File: src/pkg/buck_regs_pkg.sv
// Purpose: constants for the regulator control register bank
// Assumes: 50 MHz clock, byte-wide registers, six-bit register address
// Notes:   factory power-on values are parameters of the top module
//
// Notes on behaviour
// - on-time code picks switching frequency
// - bit 4 picks 3.5A or 5A limit
// - delay code gives 250us, 1, 2, 3 ms
// - bit 1 picks register or pin enable
// - register enable bit turns regulator on/off
// - duty bit set blocks full duty cycle
// - mode bit picks light-load or forced switching
// - slew code gives 200 to 3200 us/V
// - codes up to 0x76 mean 0.6V
// - code 0x77 is 0.6V, 5mV per step
// - factory fields loaded, others cleared at power-on
// - only low six command bits address registers
// - unmapped address reads back all zeros
`default_nettype none

package buck_regs_pkg;

    ////////////////////////////////////////////////////////////////////////
    // register map
    localparam int          ADDR_W          = 6;
    localparam logic [5:0]  REG_CTRL_ONE    = 6'h00;
    localparam logic [5:0]  REG_CTRL_TWO    = 6'h01;
    localparam logic [5:0]  REG_VOUT_CODE   = 6'h02;

    // field positions, first control register
    localparam int          ON_TIME_LSB     = 6;
    localparam int          PEAK_CURRENT_LIMIT_SELECT_BIT        = 4;
    localparam int          DELAY_LSB       = 2;
    localparam int          EN_SRC_BIT      = 1;
    localparam int          EN_BIT          = 0;
    localparam logic [7:0]  CTRL_ONE_WMASK  = 8'hDF;
    localparam logic [7:0]  CTRL_ONE_FMASK  = 8'hD0;

    // field positions, second control register
    localparam int          FULL_DUTY_BIT   = 7;
    localparam int          FORCED_BIT      = 6;
    localparam int          OT_POLICY_BIT   = 5;
    localparam int          DISCHARGE_BIT   = 4;
    localparam int          SLEW_LSB        = 0;
    localparam logic [7:0]  CTRL_TWO_FMASK  = 8'h3F;

    ////////////////////////////////////////////////////////////////////////
    // voltage code decode
    localparam logic [7:0]  VOUT_MIN_CODE   = 8'h77;
    localparam logic [10:0] VOUT_MIN_MV     = 11'h258;
    localparam logic [10:0] VOUT_STEP_MV    = 11'h005;

    // overheat events before a deferred latch-off
    localparam logic [2:0]  OVERHEAT_LATCH_POLICY_COUNT  = 3'h4;

    ////////////////////////////////////////////////////////////////////////
    // timing
    localparam int          CLK_MHZ         = 50;
    localparam int          CLK_PERIOD_NS   = 20;
    localparam int          DELAY0_US       = 250;
    localparam int          DELAY1_US       = 1000;
    localparam int          DELAY2_US       = 2000;
    localparam int          DELAY3_US       = 3000;
    localparam int          DELAY0_CYC      = DELAY0_US * CLK_MHZ;
    localparam int          DELAY1_CYC      = DELAY1_US * CLK_MHZ;
    localparam int          DELAY2_CYC      = DELAY2_US * CLK_MHZ;
    localparam int          DELAY3_CYC      = DELAY3_US * CLK_MHZ;
    localparam int          DELAY_CNT_W     = 18;
    // 200 us/V per slew step means 1000 ns per 5 mV code step
    localparam int          SLEW_UNIT_NS    = 1000;
    localparam int          SLEW_UNIT_CYC   = SLEW_UNIT_NS / CLK_PERIOD_NS;
    localparam int          SLEW_CNT_W      = 10;

    typedef enum logic [1:0] {
        SEQ_OFF   = 2'b00,
        SEQ_DELAY = 2'b01,
        SEQ_ON    = 2'b11
    } seq_state_t;

endpackage : buck_regs_pkg

`default_nettype wire

File: src/pkg/regulator_ctrl_if.sv
// Purpose: control fields between bank, sequencer and ramp
// Assumes: one clock domain
// Notes:   top drives requests, leaf modules drive their state back
`default_nettype none

interface regulator_ctrl_if;
    logic        enable_req;
    logic [1:0]  delay_sel;
    logic        latch_off;
    logic        regulator_on;
    logic [3:0]  slew_sel;
    logic [7:0]  target_code;
    logic [7:0]  applied_code;

    modport bank (output enable_req, delay_sel, latch_off, slew_sel, target_code,
                  input regulator_on, applied_code);
    modport seq  (input enable_req, delay_sel, latch_off, output regulator_on);
    modport ramp (input regulator_on, slew_sel, target_code, output applied_code);
endinterface : regulator_ctrl_if

`default_nettype wire

File: src/verilog/turn_on_sequencer.sv
// Purpose: turn-on delay and on/off state of the regulator
// Assumes: requests come from the register bank
// Notes:   delay counts are passed in so simulation can shorten them
`default_nettype none

module turn_on_sequencer #(
    parameter logic [17:0] DLY0 = 18'h0_30D4,
    parameter logic [17:0] DLY1 = 18'h0_C350,
    parameter logic [17:0] DLY2 = 18'h1_86A0,
    parameter logic [17:0] DLY3 = 18'h2_49F0
) (
    input  wire logic              clk,
    input  wire logic              sys_rst,
    regulator_ctrl_if.seq          ctl
);
    import buck_regs_pkg::*;

    seq_state_t             state_r;
    seq_state_t             state_nxt;
    logic [DELAY_CNT_W-1:0] cnt_r;
    logic [DELAY_CNT_W-1:0] cnt_nxt;
    logic [DELAY_CNT_W-1:0] dly_len;
    logic                   go;

    // latch-off overrides the request; a new request restarts the delay
    assign go      = ctl.enable_req && !ctl.latch_off;
    assign dly_len = (ctl.delay_sel == 2'h0) ? DLY0 :
                     (ctl.delay_sel == 2'h1) ? DLY1 :
                     (ctl.delay_sel == 2'h2) ? DLY2 : DLY3;

    always_comb
    begin
        state_nxt = state_r;
        cnt_nxt   = cnt_r;
        case (state_r)
            SEQ_OFF:
            begin
                cnt_nxt = '0;
                if (go)
                    state_nxt = SEQ_DELAY;
            end
            SEQ_DELAY:
            begin
                cnt_nxt = cnt_r + 1'b1;
                if (!go)
                    state_nxt = SEQ_OFF;
                else if (cnt_nxt >= dly_len)
                    state_nxt = SEQ_ON;
            end
            SEQ_ON:
            begin
                if (!go)
                    state_nxt = SEQ_OFF;
            end
            default:
                state_nxt = SEQ_OFF;
        endcase
    end

    always_ff @(posedge clk)
    begin
        if (sys_rst)
        begin
            state_r <= SEQ_OFF;
            cnt_r   <= '0;
        end
        else
        begin
            state_r <= state_nxt;
            cnt_r   <= cnt_nxt;
        end
    end

    assign ctl.regulator_on = (state_r == SEQ_ON);

endmodule // turn_on_sequencer

`default_nettype wire

File: src/verilog/output_ramp.sv
// Purpose: steps the applied code toward the target
// Assumes: one code step is 5 mV
// Notes:   restarts at the minimum code while off
`default_nettype none

module output_ramp (
    input  wire logic              clk,
    input  wire logic              sys_rst,
    regulator_ctrl_if.ramp         ctl
);
    import buck_regs_pkg::*;

    logic [SLEW_CNT_W-1:0] tick_r;
    logic [SLEW_CNT_W-1:0] step_len;
    logic [7:0]            code_r;
    logic [7:0]            goal;
    logic                  step;

    // below the floor every code means 0.6V, so ramp toward the floor
    assign goal     = (ctl.target_code < VOUT_MIN_CODE) ? VOUT_MIN_CODE
                                                        : ctl.target_code;
    // one more unit per slew code
    assign step_len = SLEW_CNT_W'((ctl.slew_sel + 1) * SLEW_UNIT_CYC);
    assign step     = (tick_r >= step_len - 1'b1);

    always_ff @(posedge clk)
    begin
        if (sys_rst || !ctl.regulator_on)
        begin
            tick_r <= '0;
            code_r <= VOUT_MIN_CODE;
        end
        else if (step)
        begin
            tick_r <= '0;
            if (code_r < goal)
                code_r <= code_r + 1'b1;
            else if (code_r > goal)
                code_r <= code_r - 1'b1;
        end
        else
            tick_r <= tick_r + 1'b1;
    end

    assign ctl.applied_code = code_r;

endmodule // output_ramp

`default_nettype wire

File: src/verilog/buck_regulator_control_registers.sv
// Purpose: control register bank of a programmable step-down regulator
// Assumes: a serial engine supplies command, write and read strobes
// Notes:   factory power-on values are parameters
`default_nettype none

module buck_regulator_control_registers #(
    parameter logic [7:0]  FACTORY_CTRL_ONE = 8'h50,
    parameter logic [7:0]  FACTORY_CTRL_TWO = 8'h30,
    parameter logic [7:0]  FACTORY_VOUT     = 8'hB3,
    parameter logic [17:0] DELAY0_CYCLES    = 18'(buck_regs_pkg::DELAY0_CYC),
    parameter logic [17:0] DELAY1_CYCLES    = 18'(buck_regs_pkg::DELAY1_CYC),
    parameter logic [17:0] DELAY2_CYCLES    = 18'(buck_regs_pkg::DELAY2_CYC),
    parameter logic [17:0] DELAY3_CYCLES    = 18'(buck_regs_pkg::DELAY3_CYC)
) (
    input  wire logic        clk,
    input  wire logic        sys_rst,
    input  wire logic        cmd_valid,
    input  wire logic [7:0]  cmd_byte,
    input  wire logic        wr_valid,
    input  wire logic [7:0]  wr_data,
    input  wire logic        rd_req,
    output logic [7:0]       rd_data,
    output logic             rd_ack,
    input  wire logic        enable_pin,
    input  wire logic        overtemperature,
    output logic [1:0]       on_time_select,
    output logic             peak_current_limit_select,
    output logic             full_duty_disable,
    output logic             forced_switching_mode,
    output logic             light_load_mode,
    output logic             regulator_on,
    output logic             latch_off,
    output logic             output_discharge_on,
    output logic [10:0]      target_mv,
    output logic [10:0]      applied_mv
);
    import buck_regs_pkg::*;

    ////////////////////////////////////////////////////////////////////////
    // code to millivolt
    function automatic logic [10:0] code_to_mv(input logic [7:0] code);
        logic [7:0] steps;
        steps = (code < VOUT_MIN_CODE) ? 8'h00 : code - VOUT_MIN_CODE;
        return VOUT_MIN_MV + 11'(steps * VOUT_STEP_MV);
    endfunction

    ////////////////////////////////////////////////////////////////////////
    // register state
    logic [7:0]        ctrl_one_r;
    logic [7:0]        ctrl_two_r;
    logic [7:0]        vout_r;
    logic [ADDR_W-1:0] addr_r;
    logic [7:0]        rd_data_r;
    logic              rd_ack_r;
    logic              ot_prev_r;
    logic [2:0]        ot_cnt_r;
    logic              latch_r;
    logic [1:0]        on_time_r;
    logic              peak_current_limit_select_r;
    logic              full_duty_r;
    logic              forced_r;
    logic              light_r;
    logic              reg_on_r;
    logic              discharge_r;
    logic [10:0]       target_mv_r;
    logic [10:0]       applied_mv_r;

    regulator_ctrl_if ctl ();

    ////////////////////////////////////////////////////////////////////////
    // decode
    logic        hit_one;
    logic        hit_two;
    logic        hit_vout;
    logic [7:0]  rd_sel;
    logic        en_src_pin;
    logic        en_req;
    logic        ot_rise;
    logic        ot_policy;

    assign hit_one  = (addr_r == REG_CTRL_ONE);
    assign hit_two  = (addr_r == REG_CTRL_TWO);
    assign hit_vout = (addr_r == REG_VOUT_CODE);
    // reserved bit masked on read too
    assign rd_sel   = hit_one  ? (ctrl_one_r & CTRL_ONE_WMASK) :
                      hit_two  ? ctrl_two_r :
                      hit_vout ? vout_r : 8'h00;

    assign en_src_pin = ctrl_one_r[EN_SRC_BIT];
    assign en_req     = en_src_pin ? enable_pin : ctrl_one_r[EN_BIT];
    assign ot_rise    = overtemperature && !ot_prev_r;
    assign ot_policy  = ctrl_two_r[OT_POLICY_BIT];

    ////////////////////////////////////////////////////////////////////////
    // register writes
    always_ff @(posedge clk)
    begin
        if (sys_rst)
        begin
            ctrl_one_r <= FACTORY_CTRL_ONE & CTRL_ONE_FMASK;
            ctrl_two_r <= FACTORY_CTRL_TWO & CTRL_TWO_FMASK;
            vout_r     <= FACTORY_VOUT;
            addr_r     <= '0;
        end
        else
        begin
            if (cmd_valid)
                addr_r <= cmd_byte[ADDR_W-1:0];
            if (wr_valid && hit_one)
                ctrl_one_r <= wr_data & CTRL_ONE_WMASK;
            if (wr_valid && hit_two)
                ctrl_two_r <= wr_data;
            if (wr_valid && hit_vout)
                vout_r <= wr_data;
        end
    end

    // read answer one cycle after the strobe
    always_ff @(posedge clk)
    begin
        if (sys_rst)
        begin
            rd_data_r <= 8'h00;
            rd_ack_r  <= 1'b0;
        end
        else
        begin
            rd_ack_r <= rd_req;
            if (rd_req)
                rd_data_r <= rd_sel;
        end
    end

    ////////////////////////////////////////////////////////////////////////
    // overheat latch; only a dropped enable clears it
    always_ff @(posedge clk)
    begin
        if (sys_rst)
        begin
            ot_prev_r <= 1'b0;
            ot_cnt_r  <= 3'h0;
            latch_r   <= 1'b0;
        end
        else
        begin
            ot_prev_r <= overtemperature;
            if (!en_req)
            begin
                ot_cnt_r <= 3'h0;
                latch_r  <= 1'b0;
            end
            else if (ot_rise)
            begin
                if (ot_cnt_r != OVERHEAT_LATCH_POLICY_COUNT)
                    ot_cnt_r <= ot_cnt_r + 1'b1;
                if (!ot_policy || ot_cnt_r == OVERHEAT_LATCH_POLICY_COUNT - 1'b1)
                    latch_r <= 1'b1;
            end
        end
    end

    ////////////////////////////////////////////////////////////////////////
    // sequencer and ramp
    assign ctl.enable_req  = en_req;
    assign ctl.delay_sel   = ctrl_one_r[DELAY_LSB +: 2];
    assign ctl.latch_off   = latch_r;
    assign ctl.slew_sel    = ctrl_two_r[SLEW_LSB +: 4];
    assign ctl.target_code = vout_r;

    turn_on_sequencer #(
        .DLY0 (DELAY0_CYCLES),
        .DLY1 (DELAY1_CYCLES),
        .DLY2 (DELAY2_CYCLES),
        .DLY3 (DELAY3_CYCLES)
    ) u_seq (
        .clk     (clk),
        .sys_rst (sys_rst),
        .ctl     (ctl.seq)
    );

    output_ramp u_ramp (
        .clk     (clk),
        .sys_rst (sys_rst),
        .ctl     (ctl.ramp)
    );

    ////////////////////////////////////////////////////////////////////////
    // registered outputs
    always_ff @(posedge clk)
    begin
        if (sys_rst)
        begin
            on_time_r    <= 2'h0;
            peak_current_limit_select_r       <= 1'b0;
            full_duty_r  <= 1'b0;
            forced_r     <= 1'b0;
            light_r      <= 1'b0;
            reg_on_r     <= 1'b0;
            discharge_r  <= 1'b0;
            target_mv_r  <= VOUT_MIN_MV;
            applied_mv_r <= VOUT_MIN_MV;
        end
        else
        begin
            on_time_r    <= ctrl_one_r[ON_TIME_LSB +: 2];
            peak_current_limit_select_r       <= ctrl_one_r[PEAK_CURRENT_LIMIT_SELECT_BIT];
            full_duty_r  <= ctrl_two_r[FULL_DUTY_BIT];
            forced_r     <= ctrl_two_r[FORCED_BIT];
            light_r      <= !ctrl_two_r[FORCED_BIT];
            reg_on_r     <= ctl.regulator_on;
            discharge_r  <= ctrl_two_r[DISCHARGE_BIT] && !ctl.regulator_on;
            target_mv_r  <= code_to_mv(vout_r);
            applied_mv_r <= code_to_mv(ctl.applied_code);
        end
    end

    assign rd_data                   = rd_data_r;
    assign rd_ack                    = rd_ack_r;
    assign on_time_select            = on_time_r;
    assign peak_current_limit_select = peak_current_limit_select_r;
    assign full_duty_disable         = full_duty_r;
    assign forced_switching_mode     = forced_r;
    assign light_load_mode           = light_r;
    assign regulator_on              = reg_on_r;
    assign latch_off                 = latch_r;
    assign output_discharge_on       = discharge_r;
    assign target_mv                 = target_mv_r;
    assign applied_mv                = applied_mv_r;

endmodule // buck_regulator_control_registers

`default_nettype wire

File: config.mk
export PLATFORM = sky130hd
export DESIGN_NAME = buck_regulator_control_registers
export DESIGN_NICKNAME = d
export VERILOG_FILES = /design/src/pkg/buck_regs_pkg.sv /design/src/pkg/regulator_ctrl_if.sv /design/src/verilog/turn_on_sequencer.sv /design/src/verilog/output_ramp.sv /design/src/verilog/buck_regulator_control_registers.sv
export SDC_FILE = /design/constraint.sdc
export NUM_CORES = 1
export LEC_CHECK = 0
export BUFFER_PORTS_ARGS = -buffer_cell sky130_fd_sc_hd__buf_2
export CAP_MARGIN = 20
export CORE_ASPECT_RATIO = 1.5
export CORE_MARGIN = 1
export CORE_UTILIZATION = 60
export DETAILED_ROUTE_END_ITERATION = 12
export PLACE_DENSITY = 0.9
export SYNTH_ARGS = -nofsm -noshare
export SYNTH_HDL_FRONTEND = slang
export SYNTH_SLANG_ARGS = --single-unit
File: constraint.sdc
create_clock -name clk -period 8.6 [get_ports clk]
set_clock_uncertainty 0.15 [all_clocks]
set_input_delay 2.15 -clock clk [delete_from_list [all_inputs] [get_ports clk]]
set_output_delay 2.15 -clock clk [all_outputs]
set_load 0.1 [all_outputs]
## Word level (Yosys, flattened, before mapping)

Index checks and enable logic that the tools add are counted.

- Add/subtract/negate cells: 11
- Multiply operators: 3
- Div/mod/pow operators: 0
- $lt $le $gt $ge: 6
- Eq/ne operators: 11
- Shift operators: 0
- Muxes and demuxes: 18
- Bitwise gates (word level): 1
- Reduce and logical (&&, ||, !) cells: 24

Operator list:

| cell | count |
|---|---|
| 2-to-1 mux 8 bit | 8 |
| 2-to-1 mux 18 bit | 3 |
| case mux 18 bit (2 select lines) | 1 |
| multiplier 32 x 5 -> 9 bit, second input constant | 1 |
| adder 10 x 11 -> 11 bit, first input constant | 2 |
| multiplier 8 x 3 -> 11 bit, second input constant | 2 |
| adder 18 x 1 -> 18 bit, second input constant | 1 |
| greater-or-equal comparator 18 bit | 1 |
| less-than comparator 8 x 7 -> 1 bit, second input constant | 2 |
| subtractor 8 x 7 -> 8 bit, second input constant | 2 |
| adder 10 x 1 -> 10 bit, second input constant | 1 |
| greater-or-equal comparator 10 bit | 1 |
| subtractor 10 x 1 -> 10 bit, second input constant | 1 |
| adder 8 x 1 -> 8 bit, second input constant | 1 |
| > comparator 8 bit | 1 |
| less-than comparator 8 bit | 1 |
| 2-to-1 mux 2 bit | 4 |
| subtractor 8 x 1 -> 8 bit, second input constant | 1 |
| equality test 6 x 1 -> 1 bit, second input constant | 1 |
| equality test 6 x 2 -> 1 bit, second input constant | 1 |
| logical AND 1 bit | 6 |
| zero test 6 bit | 1 |
| != test 3 bit, second input constant | 2 |
| case mux 2 bit (3 select lines) | 1 |
| 16 further kinds | 28 |

- Bits in registers: 111
- Bits in latches: 0
- Bits in writable memories: 0
- Memory bits (read-only): 0
- Bits of input ports: 23
- Logic and storage cells: 96
- Memories: 0

## Depth between registers and ports, before layout

Gate-level depths: netlist of the first run.

- Word-level depth: 8
- Mapped depth: 19
- Mapped depth without buffers: 18

## Hierarchy

From an unflattened synthesis of the first run, not the netlist that was laid out.

- Cells, all modules: 800
- Area total of the unflattened synthesis: 7209.4 um^2

By module, submodules not included:

| module | times used | cells an instance | area each (um^2) |
|---|---|---|---|
| buck_regulator_control_registers | 1 | 382 | 3692.3 |
| output_ramp | 1 | 212 | 1850.5 |
| turn_on_sequencer | 1 | 206 | 1666.6 |

## Least setup slack after synthesis of the first run

Ideal clock, no wire load.

- Path kind: register to register
- From: register vout_r[0] (netlist: ctl.target_code[0])
- To: register u_ramp.code_r[7] (netlist: u_ramp.ctl.applied_code[7])
- Library setup time: 113 ps
- Arrival: 3930 ps
- Data required time: 8337 ps
- Path slack: 4407 ps
- Stages on the path, launching flop included: 19
- Buffers on the path: 0
- Cells stage by stage: dfxtp_1 > ha_1 > a21o_1 > and3_1 > a21oi_1 > nor2_1 > ha_1 > o21ai_0 > a21oi_1 > nor3_1 > o31ai_1 > ha_1 > a21oi_1 > nand3b_1 > a21oi_1 > o41ai_1 > xnor2_1 > a21o_1 > nand2_1

- Cells in the longest elaborated chain, start to end: 5
- Elaborated cells between the ends (all ways): 7

RTL lines:

| what | line | text |
|---|---|---|
| start, declared | buck_regulator_control_registers.sv:51 | `logic [7:0] vout_r;` |
| start signal, assigned | buck_regulator_control_registers.sv:114 | `vout_r <= wr_data;` |
| less-than comparator 8 x 7 -> 1 bit | output_ramp.sv:20 | `assign goal = (ctl.target_code < VOUT_MIN_CODE) ? VOUT_MIN_CODE` |
| 2-to-1 mux 8 bit * | output_ramp.sv:20 |  |
| > comparator 8 bit / less-than comparator 8 bit (equally long branches) | output_ramp.sv:38, output_ramp.sv:36 |  |
| nonzero test 2 bit (no line) | n/a |  |
| AND reduction 2 bit (no line) | n/a |  |
| end signal, assigned | output_ramp.sv:37 | `code_r <= code_r + 1'b1;` |
| end signal, assigned | output_ramp.sv:39 | `code_r <= code_r - 1'b1;` |
| end, declared | output_ramp.sv:15 | `logic [7:0] code_r;` |

Every way passes the cells marked *; elsewhere a longest branch is shown, timed or not.
A chain may end at the register's enable or synchronous reset.

## Worst setup path after layout of the first run

- From: register ctrl_two_r[0]
- To: register u_ramp.code_r[3] (netlist: u_ramp.ctl.applied_code[3])

- Cells in the longest elaborated chain, start to end: 5

RTL lines:

| what | line | text |
|---|---|---|
| start, declared | buck_regulator_control_registers.sv:50 | `logic [7:0] ctrl_two_r;` |
| start signal, assigned | buck_regulator_control_registers.sv:101 | `ctrl_two_r <= FACTORY_CTRL_TWO & CTRL_TWO_FMASK;` |
| start signal, assigned | buck_regulator_control_registers.sv:112 | `ctrl_two_r <= wr_data;` |
| adder 4 x 1 -> 5 bit | output_ramp.sv:23 | `assign step_len = SLEW_CNT_W'((ctl.slew_sel + 1) * SLEW_UNIT_CYC);` |
| multiplier 32 x 5 -> 9 bit | output_ramp.sv:23 |  |
| subtractor 10 x 1 -> 10 bit | output_ramp.sv:24 | `assign step = (tick_r >= step_len - 1'b1);` |
| greater-or-equal comparator 10 bit | output_ramp.sv:24 |  |
| AND reduction 2 bit (no line) | n/a |  |

No other way between the ends.

==> results of run 1 <==
## routing by layer
metal  up-vias  wire length, um  global-route usage
li1       2778                -                   -
met1      2607             5730               0.262
met2       119             7730               0.476
met3        35              584              0.0462
met4         0              442               0.110
met5         -                0                   0
## cell usage after synthesis (all sizes together), types with 4 or more instances
cell type | instances | area share
nand2 | 48 | 0.026
and4 | 4 | 0.0051
o21bai | 4 | 0.0043
mux2i | 32 | 0.046
a211o | 10 | 0.013
nand3 | 22 | 0.016
xor2 | 23 | 0.029
or2 | 10 | 0.0090
mux2 | 4 | 0.0065
nor2b | 35 | 0.032
nor3 | 18 | 0.016
nor2 | 109 | 0.059
a21oi | 38 | 0.027
a22oi | 14 | 0.015
xnor2 | 39 | 0.049
and3 | 6 | 0.0054
fa | 10 | 0.029
inv | 45 | 0.024
ha | 89 | 0.16
buf | 8 | 0.0056
clkbuf | 24 | 0.013
a21o | 19 | 0.021
dfxtp | 111 | 0.32
a31oi | 4 | 0.0036
nand2b | 15 | 0.014
o21ai | 22 | 0.016
## state kept, by name, indices dropped and copies added (netlist names)
register	count
ot_prev_r	1
on_time_select	2
u_seq.state_r	2
addr_r	6
applied_mv	11
rd_ack	1
light_load_mode	1
rd_data	8
regulator_on	1
output_discharge_on	1
ot_cnt_r	3
u_ramp.tick_r	10
peak_current_limit_select	1
full_duty_disable	1
ctl.target_code	8
latch_off	1
ctrl_one_r	7
target_mv	11
forced_switching_mode	1
ctrl_two_r	8
u_ramp.ctl.applied_code	8
u_seq.cnt_r	18
## metrics by stage
| step | setup WS, ns | total power [W] |
|---|---|---|
| floorplan | 4.41 | 0.000777 |
| global placement | 3.69 | 0.000818 |
| detailed placement | 3.56 | 0.000825 |
| CTS | 3.53 | 0.00124 |
| global route | 3.26 | 0.00128 |
| finish | 3.53 | 0.00123 |
## how the worst max path moves through the flow
stage / start / endpoint
final: ctrl_two_r[0] / u_ramp.ctl.applied_code[3]
after global routing: ctrl_two_r[0] / u_ramp.ctl.applied_code[3]
after CTS: ctrl_two_r[0] / u_ramp.ctl.applied_code[3]
after detailed placement: ctrl_two_r[0] / u_ramp.ctl.applied_code[1]
after global placement: ctrl_two_r[0] / u_ramp.ctl.applied_code[3]
after floorplan: ctl.target_code[0] / u_ramp.ctl.applied_code[7]
## cell families (layout without fill, tap and decap cells)
kind of cell | after synthesis | in the layout | share of synthesized area
compound gates | 127 | 127 | 0.119
xor+xnor | 62 | 62 | 0.0784
fa+ha+maj | 99 | 99 | 0.190
buf+inv | 77 | 125 | 0.0432
flops | 111 | 111 | 0.321
mux | 36 | 36 | 0.0527
other cells | 0 | 1 | 0
simple gates | 280 | 280 | 0.196
## where the power goes
part           total (W)  leakage (nW)  internal, W  switching, W
clock           0.000416         0.143     0.000205      0.000210
combinational   0.000267          2.52    0.0000744      0.000192
sequential      0.000549         0.902     0.000535     0.0000143
total            0.00123          3.56     0.000815      0.000417
## area by class of cell
class | count | area (um^2)
Antenna cell | 1 | 2.50
Clock buffer | 9 | 225
Clock inverter | 7 | 75.1
Fill cell | 849 | 3500
Inverter | 45 | 169
Multi-Input combinational cell | 604 | 4410
Sequential cell | 111 | 2220
Tap cell | 147 | 184
Timing Repair Buffer | 64 | 330
==> impl_metrics.tcl, run 1 <==
set metrics [dict create \
    synth_area_um2 6930 \
    root_buffer "clkbuf_16" \
    synthArstFlopShare 0 \
    dr.first_iter.drc_count 315 \
    via_per_inst 5.61 \
    cp_num_cells 14 \
    die_area_um2 12000 \
    critical-path-max-stage-delay_ns 0.68 \
    syn2layout_area_growth_pct 9.92 \
    worst_setup_path_end_kind "flop" \
    critPathKind "flop to flop" \
    fin_cells 988 \
    hold-path-cell-count 1 \
    tightest_slew_ns 0.886 \
    clkLatencyLatePin_ns 0.36 \
    cts_buffers 9 \
    core_area_um2 11100 \
    place_area_um2 7310 \
    max-cap-violations 0 \
    grt_max_degree 90 \
    yosys_warnings 0 \
    cts_setup_buffers 0 \
    grt_pass1_wl_mm 24.3 \
    yosysSeqAreaShare 0.321 \
    cts_tree "yes" \
    gr-total-overflow 0 \
    syn-instance-count 792 \
    die_x_um 89.7 \
    cts_hold_buf 0 \
    critPathLaunchType "flop" \
    utilization 0.685 \
    dp.cells 971 \
    timing.reg2reg.setup_slack_ns 3.53 \
    mostFrequentLayoutCell "dfxtp_1" \
    drive_above_1_share 0.120 \
    cp_num_buf_inv 1 \
    clock_path_buffers 2 \
    antenna_found_initial 0 \
    cp_common_cell "ha_1" \
    rows 47 \
    setup_viol 0 \
    htree_levels 3 \
    cts_resized 0 \
    first_pass_iters 4 \
    rr_startpoint "ctrl_two_r[0]" \
    synth_edf_count 0 \
    cp.arrival_ns 5.12 \
    synthesis.nets 914 \
    rsz0062_at_grt "no" \
    start_util 0.623 \
    io_pins 63 \
    place.gp.congestion 0.861 \
    wire_per_inst_um 14.7 \
    status "completed" \
    relSlewSlack 0.410 \
    crit_required_ns 8.66 \
    grt_pass1_vias 5460 \
    slew_viol_final 0 \
    cp_top_family "adder cells" \
    drtAntennaViolNets 0 \
    p_leak_nw 3.56 \
    fin_crit_sh 0.589 \
    hold_viol_final 0 \
    hp-class "flop to flop" \
    final_nets 957 \
    vias 5539 \
    portBuffers 60 \
    cts.sinks 111 \
    worstRegToRegCells 14 \
    setup_tns_ns 0 \
    path_max_fanout 8 \
    drc 0 \
    avgSynthCellArea_um2 8.75 \
    synthFlopType "dfxtp_1" \
    die_y_um 134 \
    grt_use_total 0.249 \
    routed_wl_mm 14.5 \
    ys_types 54 \
    crit_path_cell_trace "ha_1, xnor2_1, ha_1, ha_1, fa_1, or3_4, xnor2_1, ha_1, o2111ai_1, a32oi_1, a21boi_0, buf_4, mux2i_1, nor3_1" \
    power.density_nw_per_um2 162 \
    min_period_ns 5.07 \
    hpwlAfterDp_mm 10.6 \
    slowest_stage "a21boi_0" \
    whs_endpoint "light_load_mode" \
    path_clk_slew_ns 0.08 \
    final_cell_mix "111 x dfxtp_1, 108 x nor2_1, 89 x ha_1, 60 x buf_2, 48 x nand2_1" \
    hp-start "ctrl_two_r[6]" \
    whs_ns 0.337 \
    ir_drop_uv 114 \
    final_area_um2 7610 \
    fmax_mhz 197 \
    synth_seq_cells 111 \
    r2r_end "u_ramp.ctl.applied_code[3]" \
]
Power figures use the tool's default switching activity.
==> run 2: changes to the inputs <==
==> constraint.sdc (replaced) <==
create_clock -name clk -period 5.1 [get_ports clk]
set_clock_uncertainty 0.15 [all_clocks]
set_input_delay 1.275 -clock clk [delete_from_list [all_inputs] [get_ports clk]]
set_output_delay 1.275 -clock clk [all_outputs]
set_load 0.1 [all_outputs]
==> impl_metrics.tcl, run 2 (same netlist as run 1, synthesis figures left out) <==
set metrics [dict create \
    status "completed" \
    grt_max_degree 65 \
    hp-class "flop to flop" \
    slew_viol_final 0 \
    routed_wl_mm 14.8 \
    syn2layout_area_growth_pct 9.70 \
    wire_per_inst_um 14.9 \
    cts_tree "yes" \
    cp.arrival_ns 4.63 \
    path_max_fanout 9 \
    crit_path_cell_trace "ha_1, xnor2_1, ha_1, ha_1, fa_1, or3_4, xnor2_1, ha_1, o2111ai_1, a32oi_1, a21boi_0, buf_4, mux2i_1, nand2_1" \
    setup_tns_ns 0 \
    setup_viol 0 \
    vias 5630 \
    r2r_end "u_ramp.ctl.applied_code[1]" \
    utilization 0.684 \
    io_pins 63 \
    drc 0 \
    gr-total-overflow 0 \
    p_leak_nw 3.56 \
    critPathLaunchType "flop" \
    rsz0062_at_grt "no" \
    core_area_um2 11100 \
    hpwlAfterDp_mm 10.8 \
    cts_setup_buffers 0 \
    cp_common_cell "ha_1" \
    critPathKind "flop to flop" \
    timing.reg2reg.setup_slack_ns 0.53 \
    ir_drop_uv 220 \
    clkLatencyLatePin_ns 0.36 \
    regMostFlops "u_seq.cnt_r" \
    grt_pass1_wl_mm 24.4 \
    htree_levels 3 \
    rr_startpoint "ctrl_two_r[0]" \
    portBuffers 60 \
    die_x_um 89.7 \
    min_period_ns 4.57 \
    place.gp.congestion 0.851 \
    clock_path_buffers 2 \
    start_util 0.623 \
    critical-path-max-stage-delay_ns 0.54 \
    cts_buffers 9 \
    final_nets 957 \
    dr.first_iter.drc_count 316 \
    cts_resized 0 \
    max-cap-violations 0 \
    worstRegToRegCells 14 \
    slowest_stage "fa_1" \
    via_per_inst 5.69 \
    hold_viol_final 0 \
    relSlewSlack 0.543 \
    grt_pass1_vias 5469 \
    fin_crit_sh 0.896 \
    hp-start "ctrl_two_r[6]" \
    path_clk_slew_ns 0.07 \
    power.density_nw_per_um2 271 \
    whs_endpoint "light_load_mode" \
    drtAntennaViolNets 0 \
    die_area_um2 12000 \
    drive_above_1_share 0.119 \
    rows 47 \
    antenna_found_initial 1 \
    first_pass_iters 5 \
    cts.sinks 111 \
    worst_setup_path_end_kind "flop" \
    mostFrequentLayoutCell "dfxtp_1" \
    final_cell_mix "111 x dfxtp_1, 108 x nor2_1, 89 x ha_1, 60 x buf_2, 48 x nand2_1" \
    cts_hold_buf 0 \
    grt_use_total 0.250 \
    largest_reg_flops 18 \
    fmax_mhz 219 \
    crit_required_ns 5.16 \
    hold-path-cell-count 1 \
    root_buffer "clkbuf_16" \
    die_y_um 134 \
    tightest_slew_ns 0.684 \
]
run 2: final cells by class:
| cell class | count | area, um^2 |
|---|---|---|
| fillers | 810 | 3520 |
| repair buffers | 64 | 330 |
| multi-input cells | 604 | 4410 |
| inverters | 45 | 169 |
| clock inverters | 6 | 53.8 |
| clock buffers | 10 | 229 |
| flip-flops and latches | 111 | 2220 |
| diodes | 2 | 5.00 |
| well taps | 147 | 184 |
run 2: power breakdown:
part,total [W],switching [W],internal [W],leakage [nW]
registers,0.000928,0.0000261,0.000902,0.902
clock network,0.000675,0.000334,0.000341,0.140
logic,0.000456,0.000330,0.000126,2.52
total,0.00206,0.000690,0.00137,3.56
run 2: worst max-delay path: cells and delay by family (launching register included):
family	cells	cell delay [ns]
flops	1	0.39
mux	1	0.22
buf+inv	1	0.23
fa+ha+maj	5	1.77
simple gates	2	0.50
xor+xnor	2	0.57
compound gates	3	0.59
run 2: how the worst max path moves through the flow:
stage	from	cells after the start	to	slack (ns)
floorplan	ctl.target_code[0]	18	u_ramp.ctl.applied_code[7]	0.91
global placement	ctrl_two_r[0]	14	u_ramp.ctl.applied_code[6]	0.72
detailed placement	ctrl_two_r[0]	14	u_ramp.ctl.applied_code[1]	0.59
CTS	ctrl_two_r[0]	14	u_ramp.ctl.applied_code[1]	0.51
global route	ctrl_two_r[0]	16	u_ramp.ctl.applied_code[1]	0.29
finish	ctrl_two_r[0]	14	u_ramp.ctl.applied_code[1]	0.53
run 2: stage by stage:
step / setup slack [ns] / power, W / area (um^2) / cells / hold WS (ns)
after global routing: 0.292 / 0.00214 / 7600 / 988 / 0.348
after CTS: 0.514 / 0.00207 / 7590 / 987 / 0.331
after floorplan: 0.907 / 0.00131 / 6930 / 792 / 0.271
final: 0.528 / 0.00206 / 7600 / 989 / 0.319
after detailed placement: 0.594 / 0.00140 / 7310 / 971 / 0.313
after global placement: 0.720 / 0.00138 / 7310 / 971 / 0.305
run 2: per-layer routing:
layer / vias up / GRT usage / wire length (um)
li1: 2793 / - / -
met1: 2649 / 0.262 / 5840
met2: 137 / 0.476 / 7820
met3: 51 / 0.0342 / 511
met4: 0 / 0.138 / 585
met5: - / 0 / 0
==> run 3: changes to the inputs <==
--- a/config.mk
+++ b/config.mk
@@ -12,6 +12,7 @@
 export CORE_UTILIZATION = 60
 export DETAILED_ROUTE_END_ITERATION = 12
 export PLACE_DENSITY = 0.9
+export RECOVER_POWER = 25
 export SYNTH_ARGS = -nofsm -noshare
 export SYNTH_HDL_FRONTEND = slang
 export SYNTH_SLANG_ARGS = --single-unit
==> impl_metrics.tcl, run 3 (same netlist as run 1, synthesis figures left out) <==
set metrics [dict create \
    regMostFlops "u_seq.cnt_r" \
    final_cell_mix "111 x dfxtp_1, 108 x nor2_1, 89 x ha_1, 59 x buf_2, 48 x nand2_1" \
    setup_viol 0 \
    cts.sinks 111 \
    utilization 0.683 \
    root_buffer "clkbuf_16" \
    p_leak_nw 3.56 \
    wire_per_inst_um 14.9 \
    highest_layer "met4" \
    mostFrequentLayoutCell "dfxtp_1" \
    ir_drop_uv 220 \
    final_nets 957 \
    vias 5621 \
    antenna_found_initial 1 \
    violations "max-capacitance violations, max-slew violations" \
    preCtsSetupSlack_ns 0.594 \
    cts_resized 0 \
    status "finished with violations" \
    routed_wl_mm 14.8 \
    first_pass_iters 4 \
    die_x_um 89.7 \
    hold_viol_final 0 \
    cp.arrival_ns 4.60 \
    grt_use_total 0.250 \
    dr.first_iter.drc_count 314 \
    io_pins 63 \
    rows 47 \
    fin_cells 989 \
    drive_above_1_share 0.117 \
    gr-total-overflow 0 \
    grt_max_degree 65 \
    critPathLaunchType "flop" \
    slew_viol_final 65 \
    die_y_um 134 \
    worst_setup_path_end_kind "flop" \
    core_area_um2 11100 \
    fin_crit_sh 0.910 \
    place.gp.congestion 0.851 \
    whs_ns 0.319 \
    tightest_slew_ns 2.73 \
    htree_levels 3 \
    hpwlAfterDp_mm 10.8 \
    critPathKind "flop to flop" \
    met2_length_mm 7.82 \
    setup_slack_ns 0.457 \
    dp.cells 971 \
    cts_setup_buffers 0 \
    path_max_fanout 9 \
    num-fill-cells 813 \
    met3WireLength_um 509 \
    hp-class "flop to flop" \
    min_period_ns 4.64 \
    setup_tns_ns 0 \
    max-cap-violations 1 \
    fmax_mhz 215 \
    relSlewSlack -0.818 \
    crit_required_ns 5.06 \
    via_per_inst 5.68 \
    drtAntennaViolNets 0 \
    grt_pass1_wl_mm 24.4 \
    drc 0 \
    cts_tree "yes" \
    cts_buffers 9 \
    wl_met1_mm 5.86 \
    largest_reg_flops 18 \
    rsz0062_at_grt "no" \
    portBuffers 60 \
    syn2layout_area_growth_pct 9.63 \
    clkLatencyLatePin_ns 0.36 \
    path_clk_slew_ns 0.08 \
    die_area_um2 12000 \
    start_util 0.623 \
    clock_path_buffers 2 \
    power.density_nw_per_um2 271 \
    cts_hold_buf 0 \
    grt_pass1_vias 5469 \
]
[run 3: cell types whose count changed in the layout (fill, tap and decap cells not counted), sizes merged]
cell	previous run	this run
buf	64	62
clkbuf	10	12
[run 3: area by class of cell]
class	instances	area, um^2	share of cell area
Sequential cell	111	2220	0.293
Antenna cell	2	5.00	0.000659
Clock buffer	10	229	0.0302
Tap cell	147	184	0.0242
Multi-Input combinational cell	604	4410	0.580
Inverter	45	169	0.0222
Clock inverter	6	53.8	0.00709
Timing Repair Buffer	64	325	0.0428
[run 3: worst max-delay path: stages (launching register included)]
cell,delay [ns]
dfxtp_1,0.39
ha_1,0.27
xnor2_1,0.42
ha_1,0.32
ha_1,0.34
fa_1,0.54
or3_4,0.43
xnor2_1,0.15
ha_1,0.30
o2111ai_1,0.10
a32oi_1,0.28
a21boi_0,0.21
buf_4,0.23
mux2i_1,0.20
nor3_1,0.06
[run 3: final timing paths]
| kind | start | end | slack, ns | cells past startpoint |
|---|---|---|---|---|
| setup reg to reg | ctrl_two_r[0] | u_ramp.ctl.applied_code[3] | 0.46 | 14 |
| hold reg to reg | ctrl_two_r[6] | light_load_mode | 0.32 | 1 |
| hold / removal | ctrl_two_r[6] | light_load_mode | 0.32 | 1 |
| setup / recovery | ctrl_two_r[0] | u_ramp.ctl.applied_code[3] | 0.46 | 14 |
[run 3: metrics by stage]
step / cell area (um^2) / power, W
after floorplan: 6930 / 0.00131
after global placement: 7310 / 0.00138
after detailed placement: 7310 / 0.00140
after CTS: 7590 / 0.00207
after global routing: 7590 / 0.00214
final: 7590 / 0.00206
[run 3: power by group]
group	total (W)	leakage, nW	internal [W]	switching, W
clock network	0.000675	0.140	0.000341	0.000334
logic	0.000456	2.51	0.000126	0.000330
registers	0.000928	0.902	0.000902	0.0000261
total	0.00206	3.56	0.00137	0.000691
[run 3: metal layers]
| layer | vias up | GRT usage |
|---|---|---|
| met3 | 51 | 0.0342 |
| met5 | - | 0 |
| li1 | 2791 | - |
| met1 | 2645 | 0.262 |
| met4 | 0 | 0.138 |
| met2 | 134 | 0.476 |
